<file path="src/i2cm_pkg.sv">
// Purpose: shared constants and types for the i2c master data controller
// Assumes: 125 MHz system clock, 8-bit special-function register port
// Notes: offsets are the byte addresses seen by the processor
package i2cm_pkg;
    localparam logic [15:0] I2CM_TARGET_OFF = 16'hff80;
    localparam logic [15:0] I2CM_TX_PRI_OFF = 16'hff81;
    localparam logic [15:0] I2CM_TX_SEC_OFF = 16'hff82;
    localparam logic [15:0] I2CM_RX_PRI_OFF = 16'hff83;
    localparam logic [15:0] I2CM_RX_SEC_OFF = 16'hff84;
    localparam logic [15:0] I2CM_CTRL_OFF = 16'hff85;
    localparam logic [7:0] I2CM_TARGET_RST = 8'h00;
    localparam logic [7:0] I2CM_DATA_RST = 8'h00;
    localparam logic [7:0] I2CM_CTRL_RST = 8'h00;
    localparam int I2CM_DIR_POS = 0;
    localparam int I2CM_ADDR_LSB = 1;
    localparam int I2CM_LEN_POS = 0;
    localparam int I2CM_START_POS = 1;
    localparam int I2CM_ACKERR_POS = 2;
    localparam int I2CM_CLK_NS = 8;
    // 400 kHz time base: 2500 ns per bus bit, four quarters per bit
    localparam int I2CM_QTR_NS = 625;
    localparam int I2CM_QTR_CYCLES = (I2CM_QTR_NS + I2CM_CLK_NS - 1) / I2CM_CLK_NS;
    localparam int I2CM_BUF_DEPTH = 2;

    typedef struct packed {
        logic second;
        logic [7:0] data;
    } i2cm_rx_word_type;

    typedef enum {
        I2CM_IDLE, I2CM_START, I2CM_SHIFT, I2CM_ACK, I2CM_PUSH, I2CM_STOP, I2CM_DONE
    } i2cm_state_type;
endpackage

</file>
<file path="src/i2cm_buf2.sv">
// Purpose: small valid/ready buffer for received bytes
// Assumes: single clock, depth of at least two
// Notes: full and empty are exact; the filler stalls on full
`timescale 1ns/1ps
`default_nettype none
module i2cm_buf2 #(
    parameter int WIDTH = 9,
    parameter int DEPTH = 2
) (
    input wire logic clk_sys,
    input wire logic reset_n,
    input wire logic in_valid,
    output logic in_ready,
    input wire logic [WIDTH-1:0] in_data,
    output logic out_valid,
    input wire logic out_ready,
    output logic [WIDTH-1:0] out_data
);
    localparam int PW = (DEPTH > 1) ? $clog2(DEPTH) : 1;
    logic [WIDTH-1:0] mem_reg [DEPTH];
    logic [PW-1:0] wr_reg, wr_next, rd_reg, rd_next;
    logic [PW:0] cnt_reg, cnt_next;
    logic push, pop;

    function automatic logic [PW-1:0] bump(input logic [PW-1:0] p);
        bump = (p == PW'(DEPTH - 1)) ? '0 : p + 1'b1;
    endfunction

    assign in_ready = (cnt_reg != (PW+1)'(DEPTH));
    assign out_valid = (cnt_reg != '0);
    assign out_data = mem_reg[rd_reg];
    assign push = in_valid && in_ready;
    assign pop = out_valid && out_ready;

    always_comb begin
        wr_next = push ? bump(wr_reg) : wr_reg;
        rd_next = pop ? bump(rd_reg) : rd_reg;
        cnt_next = cnt_reg + (PW+1)'(push) - (PW+1)'(pop);
    end

    always_ff @(posedge clk_sys or negedge reset_n) begin
        if (!reset_n) begin
            wr_reg <= '0;
            rd_reg <= '0;
            cnt_reg <= '0;
        end else begin
            wr_reg <= wr_next;
            rd_reg <= rd_next;
            cnt_reg <= cnt_next;
        end
    end

    // storage needs no reset; it is only read while counted valid
    always_ff @(posedge clk_sys) begin
        if (push) begin
            mem_reg[wr_reg] <= in_data;
        end
    end
endmodule
`default_nettype wire

</file>
<file path="src/i2cm_core.sv">
// Purpose: register-driven i2c master moving one or two data bytes per frame
// Assumes: processor register port on clk_sys; open-drain bus pins outside
// Notes: no arbitration; slave clock stretching is honoured
//
// Overview of operation
// - first written byte comes from tx_primary_byte
// - two-byte length sends tx_secondary_byte second
// - first read byte lands in rx_primary_byte
// - non-zero slave acknowledge sets ack_error_flag
// - ack_error_flag clears when a transaction starts
// - start_busy_bit reads one until frame ends
// - length bit picks one or two bytes
// - second read byte lands in rx_secondary_byte
// - target holds seven-bit address plus direction
// - transfer_done_flag sets at end, clears at start
// - bus timing from a 400 kHz time base
`timescale 1ns/1ps
`default_nettype none
module i2cm_core
    import i2cm_pkg::*;
(
    input wire logic clk_sys,
    input wire logic reset_n,
    input wire logic [15:0] sfr_addr,
    input wire logic [7:0] sfr_wdata,
    input wire logic sfr_wr,
    input wire logic sfr_rd,
    output logic [7:0] sfr_rdata,
    output logic transfer_done_flag,
    input wire logic scl_in,
    output logic scl_out,
    output logic scl_oe,
    input wire logic sda_in,
    output logic sda_out,
    output logic sda_oe
);
    logic [7:0] target_reg, target_next, tx_pri_reg, tx_pri_next, tx_sec_reg, tx_sec_next;
    logic [7:0] rx_pri_reg, rx_pri_next, rx_sec_reg, rx_sec_next, rdata_reg, rdata_next;
    logic len_reg, len_next;
    logic [1:0] scl_sync_reg, sda_sync_reg;
    i2cm_state_type state_reg, state_next;
    logic [6:0] qcnt_reg, qcnt_next;
    logic [1:0] q_reg, q_next;
    logic [2:0] bit_reg, bit_next;
    logic [1:0] byte_reg, byte_next;
    logic [7:0] shift_reg, shift_next, rxsh_reg, rxsh_next;
    logic scl_oe_reg, scl_oe_next, sda_oe_reg, sda_oe_next;
    logic ackerr_reg, ackerr_next, busy_reg, busy_next, done_reg, done_next;
    logic dir_reg, dir_next, two_reg, two_next;
    logic start_wr, tick, counting, sending, last, scl_s, sda_s;
    logic in_valid, in_ready, out_valid, out_ready;
    i2cm_rx_word_type push_word, out_word;

    function automatic logic hit(input logic [15:0] a, input logic [15:0] off);
        hit = (a == off);
    endfunction

    assign scl_s = scl_sync_reg[1];
    assign sda_s = sda_sync_reg[1];
    assign start_wr = sfr_wr && hit(sfr_addr, I2CM_CTRL_OFF) && sfr_wdata[I2CM_START_POS] && !busy_reg;
    assign sending = (byte_reg == 2'd0) || !dir_reg;
    assign last = (byte_reg == (two_reg ? 2'd2 : 2'd1));
    assign counting = (state_reg == I2CM_START) || (state_reg == I2CM_SHIFT) ||
                      (state_reg == I2CM_ACK) || (state_reg == I2CM_STOP);
    assign tick = counting && (qcnt_reg == 7'(I2CM_QTR_CYCLES - 1));
    assign in_valid = (state_reg == I2CM_PUSH);
    // drain pauses while the processor reads a received byte, so a read never tears
    assign out_ready = !(sfr_rd && (hit(sfr_addr, I2CM_RX_PRI_OFF) || hit(sfr_addr, I2CM_RX_SEC_OFF)));

    i2cm_buf2 #(
        .WIDTH($bits(i2cm_rx_word_type)),
        .DEPTH(I2CM_BUF_DEPTH)
    ) rx_buf (
        .clk_sys(clk_sys),
        .reset_n(reset_n),
        .in_valid(in_valid),
        .in_ready(in_ready),
        .in_data(push_word),
        .out_valid(out_valid),
        .out_ready(out_ready),
        .out_data(out_word)
    );

    always_comb begin
        target_next = target_reg;
        tx_pri_next = tx_pri_reg;
        tx_sec_next = tx_sec_reg;
        len_next = len_reg;
        rx_pri_next = rx_pri_reg;
        rx_sec_next = rx_sec_reg;
        rdata_next = rdata_reg;
        if (sfr_wr && hit(sfr_addr, I2CM_TARGET_OFF)) target_next = sfr_wdata;
        if (sfr_wr && hit(sfr_addr, I2CM_TX_PRI_OFF)) tx_pri_next = sfr_wdata;
        if (sfr_wr && hit(sfr_addr, I2CM_TX_SEC_OFF)) tx_sec_next = sfr_wdata;
        // length is frozen during a frame; it is latched again at start
        if (sfr_wr && hit(sfr_addr, I2CM_CTRL_OFF) && !busy_reg) len_next = sfr_wdata[I2CM_LEN_POS];
        if (out_valid && out_ready) begin
            if (out_word.second) rx_sec_next = out_word.data;
            else rx_pri_next = out_word.data;
        end
        if (sfr_rd) begin
            rdata_next = 8'h00;
            if (hit(sfr_addr, I2CM_TARGET_OFF)) rdata_next = target_reg;
            if (hit(sfr_addr, I2CM_TX_PRI_OFF)) rdata_next = tx_pri_reg;
            if (hit(sfr_addr, I2CM_TX_SEC_OFF)) rdata_next = tx_sec_reg;
            if (hit(sfr_addr, I2CM_RX_PRI_OFF)) rdata_next = rx_pri_reg;
            if (hit(sfr_addr, I2CM_RX_SEC_OFF)) rdata_next = rx_sec_reg;
            if (hit(sfr_addr, I2CM_CTRL_OFF)) begin
                rdata_next[I2CM_LEN_POS] = len_reg;
                rdata_next[I2CM_START_POS] = busy_reg;
                rdata_next[I2CM_ACKERR_POS] = ackerr_reg;
            end
        end
    end

    always_ff @(posedge clk_sys or negedge reset_n) begin
        if (!reset_n) begin
            target_reg <= I2CM_TARGET_RST;
            tx_pri_reg <= I2CM_DATA_RST;
            tx_sec_reg <= I2CM_DATA_RST;
            rx_pri_reg <= I2CM_DATA_RST;
            rx_sec_reg <= I2CM_DATA_RST;
            len_reg <= I2CM_CTRL_RST[I2CM_LEN_POS];
            rdata_reg <= 8'h00;
            scl_sync_reg <= 2'b11;
            sda_sync_reg <= 2'b11;
        end else begin
            target_reg <= target_next;
            tx_pri_reg <= tx_pri_next;
            tx_sec_reg <= tx_sec_next;
            rx_pri_reg <= rx_pri_next;
            rx_sec_reg <= rx_sec_next;
            len_reg <= len_next;
            rdata_reg <= rdata_next;
            scl_sync_reg <= {scl_sync_reg[0], scl_in};
            sda_sync_reg <= {sda_sync_reg[0], sda_in};
        end
    end

    always_comb begin
        state_next = state_reg;
        qcnt_next = qcnt_reg;
        q_next = q_reg;
        bit_next = bit_reg;
        byte_next = byte_reg;
        shift_next = shift_reg;
        rxsh_next = rxsh_reg;
        scl_oe_next = scl_oe_reg;
        sda_oe_next = sda_oe_reg;
        ackerr_next = ackerr_reg;
        busy_next = busy_reg;
        done_next = done_reg;
        dir_next = dir_reg;
        two_next = two_reg;
        push_word = '{second: (byte_reg == 2'd2), data: rxsh_reg};
        // a released clock still held low by the slave stretches the quarter
        if (counting && !(!scl_oe_reg && !scl_s)) begin
            qcnt_next = tick ? 7'd0 : qcnt_reg + 7'd1;
            if (tick) q_next = q_reg + 2'd1;
        end
        case (state_reg)
            I2CM_IDLE: begin
                scl_oe_next = 1'b0;
                sda_oe_next = 1'b0;
                if (start_wr) begin
                    busy_next = 1'b1;
                    ackerr_next = 1'b0;
                    done_next = 1'b0;
                    dir_next = target_reg[I2CM_DIR_POS];
                    // the length written with the start bit applies to this frame
                    two_next = sfr_wdata[I2CM_LEN_POS];
                    shift_next = target_reg;
                    byte_next = 2'd0;
                    qcnt_next = 7'd0;
                    q_next = 2'd0;
                    state_next = I2CM_START;
                end
            end
            I2CM_START: begin
                if (tick && q_reg == 2'd1) sda_oe_next = 1'b1;
                if (tick && q_reg == 2'd3) begin
                    scl_oe_next = 1'b1;
                    bit_next = 3'd7;
                    state_next = I2CM_SHIFT;
                end
            end
            I2CM_SHIFT: begin
                if (tick) begin
                    case (q_reg)
                        2'd0: sda_oe_next = sending ? !shift_reg[bit_reg] : 1'b0;
                        2'd1: scl_oe_next = 1'b0;
                        2'd2: rxsh_next = {rxsh_reg[6:0], sda_s};
                        default: begin
                            scl_oe_next = 1'b1;
                            bit_next = bit_reg - 3'd1;
                            if (bit_reg == 3'd0) state_next = I2CM_ACK;
                        end
                    endcase
                end
            end
            I2CM_ACK: begin
                if (tick) begin
                    case (q_reg)
                        2'd0: sda_oe_next = sending ? 1'b0 : !last;
                        2'd1: scl_oe_next = 1'b0;
                        2'd2: if (sending && sda_s) ackerr_next = 1'b1;
                        default: begin
                            scl_oe_next = 1'b1;
                            bit_next = 3'd7;
                            if (ackerr_reg) begin
                                state_next = I2CM_STOP;
                            end else if (!sending) begin
                                state_next = I2CM_PUSH;
                            end else if (last) begin
                                state_next = I2CM_STOP;
                            end else begin
                                byte_next = byte_reg + 2'd1;
                                shift_next = (byte_reg == 2'd0) ? tx_pri_reg : tx_sec_reg;
                                state_next = I2CM_SHIFT;
                            end
                        end
                    endcase
                end
            end
            I2CM_PUSH: begin
                if (in_ready) begin
                    qcnt_next = 7'd0;
                    q_next = 2'd0;
                    if (last) begin
                        state_next = I2CM_STOP;
                    end else begin
                        byte_next = byte_reg + 2'd1;
                        state_next = I2CM_SHIFT;
                    end
                end
            end
            I2CM_STOP: begin
                if (tick) begin
                    case (q_reg)
                        2'd0: sda_oe_next = 1'b1;
                        2'd1: scl_oe_next = 1'b0;
                        2'd2: sda_oe_next = 1'b0;
                        default: state_next = I2CM_DONE;
                    endcase
                end
            end
            I2CM_DONE: begin
                // busy holds until every received byte is in its register
                if (!out_valid) begin
                    busy_next = 1'b0;
                    done_next = 1'b1;
                    state_next = I2CM_IDLE;
                end
            end
            default: state_next = I2CM_IDLE;
        endcase
    end

    always_ff @(posedge clk_sys or negedge reset_n) begin
        if (!reset_n) begin
            state_reg <= I2CM_IDLE;
            qcnt_reg <= 7'd0;
            q_reg <= 2'd0;
            bit_reg <= 3'd7;
            byte_reg <= 2'd0;
            shift_reg <= 8'h00;
            rxsh_reg <= 8'h00;
            scl_oe_reg <= 1'b0;
            sda_oe_reg <= 1'b0;
            ackerr_reg <= 1'b0;
            busy_reg <= 1'b0;
            done_reg <= 1'b0;
            dir_reg <= 1'b0;
            two_reg <= 1'b0;
        end else begin
            state_reg <= state_next;
            qcnt_reg <= qcnt_next;
            q_reg <= q_next;
            bit_reg <= bit_next;
            byte_reg <= byte_next;
            shift_reg <= shift_next;
            rxsh_reg <= rxsh_next;
            scl_oe_reg <= scl_oe_next;
            sda_oe_reg <= sda_oe_next;
            ackerr_reg <= ackerr_next;
            busy_reg <= busy_next;
            done_reg <= done_next;
            dir_reg <= dir_next;
            two_reg <= two_next;
        end
    end

    assign sfr_rdata = rdata_reg;
    assign transfer_done_flag = done_reg;
    assign scl_out = 1'b0;
    assign sda_out = 1'b0;
    assign scl_oe = scl_oe_reg;
    assign sda_oe = sda_oe_reg;
endmodule
`default_nettype wire

</file>
<file path="config.mk">
export PLATFORM = sky130hd
export DESIGN_NAME = i2cm_core
export DESIGN_NICKNAME = d
export VERILOG_FILES = /design/src/i2cm_pkg.sv /design/src/i2cm_buf2.sv /design/src/i2cm_core.sv
export SDC_FILE = /design/constraint.sdc
export NUM_CORES = 1
export LEC_CHECK = 0
export BUFFER_PORTS_ARGS = -buffer_cell sky130_fd_sc_hd__buf_2
export CAP_MARGIN = 20
export CORE_MARGIN = 2
export CORE_UTILIZATION = 54
export CTS_CLUSTER_SIZE = 30
export DETAILED_ROUTE_END_ITERATION = 16
export PLACE_DENSITY = 0.73
export SKIP_CTS_REPAIR_TIMING = 1
export SYNTH_ARGS = -nofsm -noshare
export SYNTH_HDL_FRONTEND = slang
export SYNTH_SLANG_ARGS = --single-unit
export TNS_END_PERCENT = 5
</file>
<file path="constraint.sdc">
create_clock -name clk_sys -period 2.3 [get_ports clk_sys]
set_clock_uncertainty 0.15 [all_clocks]
set_input_delay 0.345 -clock clk_sys [delete_from_list [all_inputs] [get_ports clk_sys]]
set_output_delay 0.345 -clock clk_sys [all_outputs]
set_load 0.1 [all_outputs]
</file>
==> impl_metrics.tcl <==
set metrics [dict create \
    grt_max_degree 48 \
    core_um2 10300 \
    p_int_mw 4.53 \
    hp-class "primary input to flip-flop" \
    required_ns 2.56 \
    peakVddDrop_v 0.000508 \
    die-height_um 107 \
    drt_iter0_drc 313 \
    drv_cap 0 \
    die_x_um 107 \
    layout_commonest_cell "dfrtp_1" \
    yosys_register_bits 115 \
    core.rowCount 37 \
    area.growth.synth_to_final_pct 22.2 \
    clk_pin_slew_ns 0.06 \
    dp_cells 697 \
    slew_headroom 0.581 \
    rsz0062_at_grt "false" \
    ys_types 71 \
    avgRoutedWirePerCell_um 18.0 \
    yosysSeqAreaShare 0.517 \
    synth_edf_count 18 \
    grt.total_usage 0.249 \
    antenna_found_initial 0 \
    gp_congestion 0.866 \
    cts-root-buf "clkbuf_8" \
    finalSetupViolations 0 \
    cp.arrival_ns 2.40 \
    drt_wl_total_mm 13.3 \
    vias 4299 \
    p_sw_frac 0.268 \
    p_sw_mw 1.66 \
    antenna_cells 0 \
    post-route-util 0.682 \
    firstDrtPassIters 5 \
    io_pins 43 \
    tns_ns 0 \
    power.density_nw_per_um2 880 \
    seqPwrFrac 0.394 \
    initial_core_util 0.558 \
    async_reset_ff_frac 0.843 \
    clock_latency_ns 0.53 \
    synthFlopType "dfrtp_1" \
    drive_gt1_frac 0.299 \
    grt_overflow 0 \
    layout.nets 635 \
    numPortBuffers 40 \
    dieArea_um2 11500 \
    crit_type "flip-flop to flip-flop" \
    synthCells 505 \
    outcome "completed" \
    via_per_inst 5.80 \
    layout_common_cells "90 x dfrtp_1, 45 x nand2_1, 45 x mux2_2, 41 x buf_4, 39 x buf_2" \
    worst_slack_ns 0.155 \
    dpl.hpwl_mm 9.18 \
    tightest_slew_ns 0.629 \
    min_period_ns 2.14 \
    cts.sinks 115 \
    grt_pass1_vias 4222 \
    post-route-period-util 0.933 \
    htreeDepth 4 \
    cts_max_path_buffers 2 \
    power_frac_clock 0.450 \
    comb_power_share 0.156 \
    drv_slew 0 \
    post_synth.cell_area_avg_um2 11.4 \
    synth_warnings 0 \
    drc 0 \
    cp-end-kind "flip-flop" \
    cts_made_buffers 17 \
    largest_reg_flops 18 \
    grt_pass1_wl_mm 21.6 \
    final_cells 741 \
    syn_area_um2 5760 \
    crit_path_max_fanout 8 \
    power_mw 6.19 \
    clock.fmax_ghz 0.466 \
    cts_tree "yes" \
    hold_viol_final 0 \
    antenna_left 0 \
    leakage_nw 3.14 \
    critPathLaunchType "flip-flop" \
    dp_slack_ns -0.141 \
]
worst paths after layout:
kind                                       from               to  slack (ns)  cells after the start
worst max-delay path                byte_reg[0]     shift_reg[6]        0.16                      6
worst min-delay path               sfr_wdata[0]    tx_pri_reg[0]       0.008                      2
worst max register to register      byte_reg[0]     shift_reg[6]        0.16                      6
worst min register to register  sda_sync_reg[0]  sda_sync_reg[1]        0.21                      0
max in group asynchronous               reset_n  scl_sync_reg[1]        1.05                      3
min in group asynchronous               reset_n     shift_reg[4]        0.22                      2
cell families (layout without fill, tap and decap cells):
kind of cell | Yosys count | count (layout) | synth area share
muxes | 75 | 75 | 0.145
adders and majority gates | 13 | 13 | 0.0282
xor gates and xnor gates | 11 | 11 | 0.0167
buffers and inverters | 37 | 136 | 0.0302
other | 1 | 2 | 0.000651
DFF | 115 | 115 | 0.517
AOI/OAI and AO/OA | 107 | 107 | 0.122
and+or+nand+nor | 146 | 146 | 0.141
cell usage after synthesis, drive strengths merged, types with 4 or more instances:
master | count | share of area
o31ai | 5 | 0.0065
o22ai | 5 | 0.0054
mux2 | 48 | 0.094
inv | 14 | 0.0091
a21oi | 25 | 0.022
nand2 | 45 | 0.029
clkbuf | 9 | 0.0061
ha | 13 | 0.028
nor3 | 7 | 0.012
o211ai | 4 | 0.0052
xnor2 | 8 | 0.012
nor2 | 37 | 0.024
a31oi | 4 | 0.0043
mux2i | 25 | 0.043
buf | 13 | 0.013
nand2b | 10 | 0.011
dfstp | 7 | 0.032
o21ai | 33 | 0.029
nand3 | 12 | 0.014
nor3b | 4 | 0.0052
a222oi | 5 | 0.0087
dfrtp | 90 | 0.39
edfxtp | 18 | 0.094
metal layers:
| layer | track usage | share of wire | vias up |
|---|---|---|---|
| met3 | 0.0672 | 0.055 | 19 |
| met2 | 0.403 | 0.49 | 130 |
| met1 | 0.324 | 0.45 | 2121 |
| met4 | 0.0863 | 0.015 | 0 |
| met5 | 0 | 0 | - |
| li1 | - | - | 2029 |
power groups by stage:
stage	combinational [mW]	sequential [mW]	clock (mW)
after detailed placement	0.950	2.47	0
after global routing	1.09	2.46	2.89
after CTS	0.963	2.44	2.80
after global placement	0.927	2.45	0
after floorplan	0.608	2.52	0
final	0.964	2.44	2.79
critical path: stages (launching register included):
cell and delay [ns]:
dfrtp_1 0.42, inv_1 0.10, ha_1 0.21, nor2b_1 0.09, or4_1 0.48, o2bb2ai_2 0.22
mux2_1 0.35
area by class of cell:
class / count / area (um2)
tap: 136 / 170
inverter: 14 / 52.6
clock buffer: 20 / 435
sequential: 115 / 2980
timing repair buffer: 90 / 603
fill: 764 / 3290
multi-input combinational: 354 / 2610
clock inverter: 12 / 185
stage by stage:
stage	cell area, um2	hold slack, ns
finish	7040	0.00842
global route	7040	0.0302
CTS	6920	-0.297
detailed placement	6300	0.200
global placement	6300	0.196
floorplan	5760	-0.101
(Power assumes the default switching activity.)
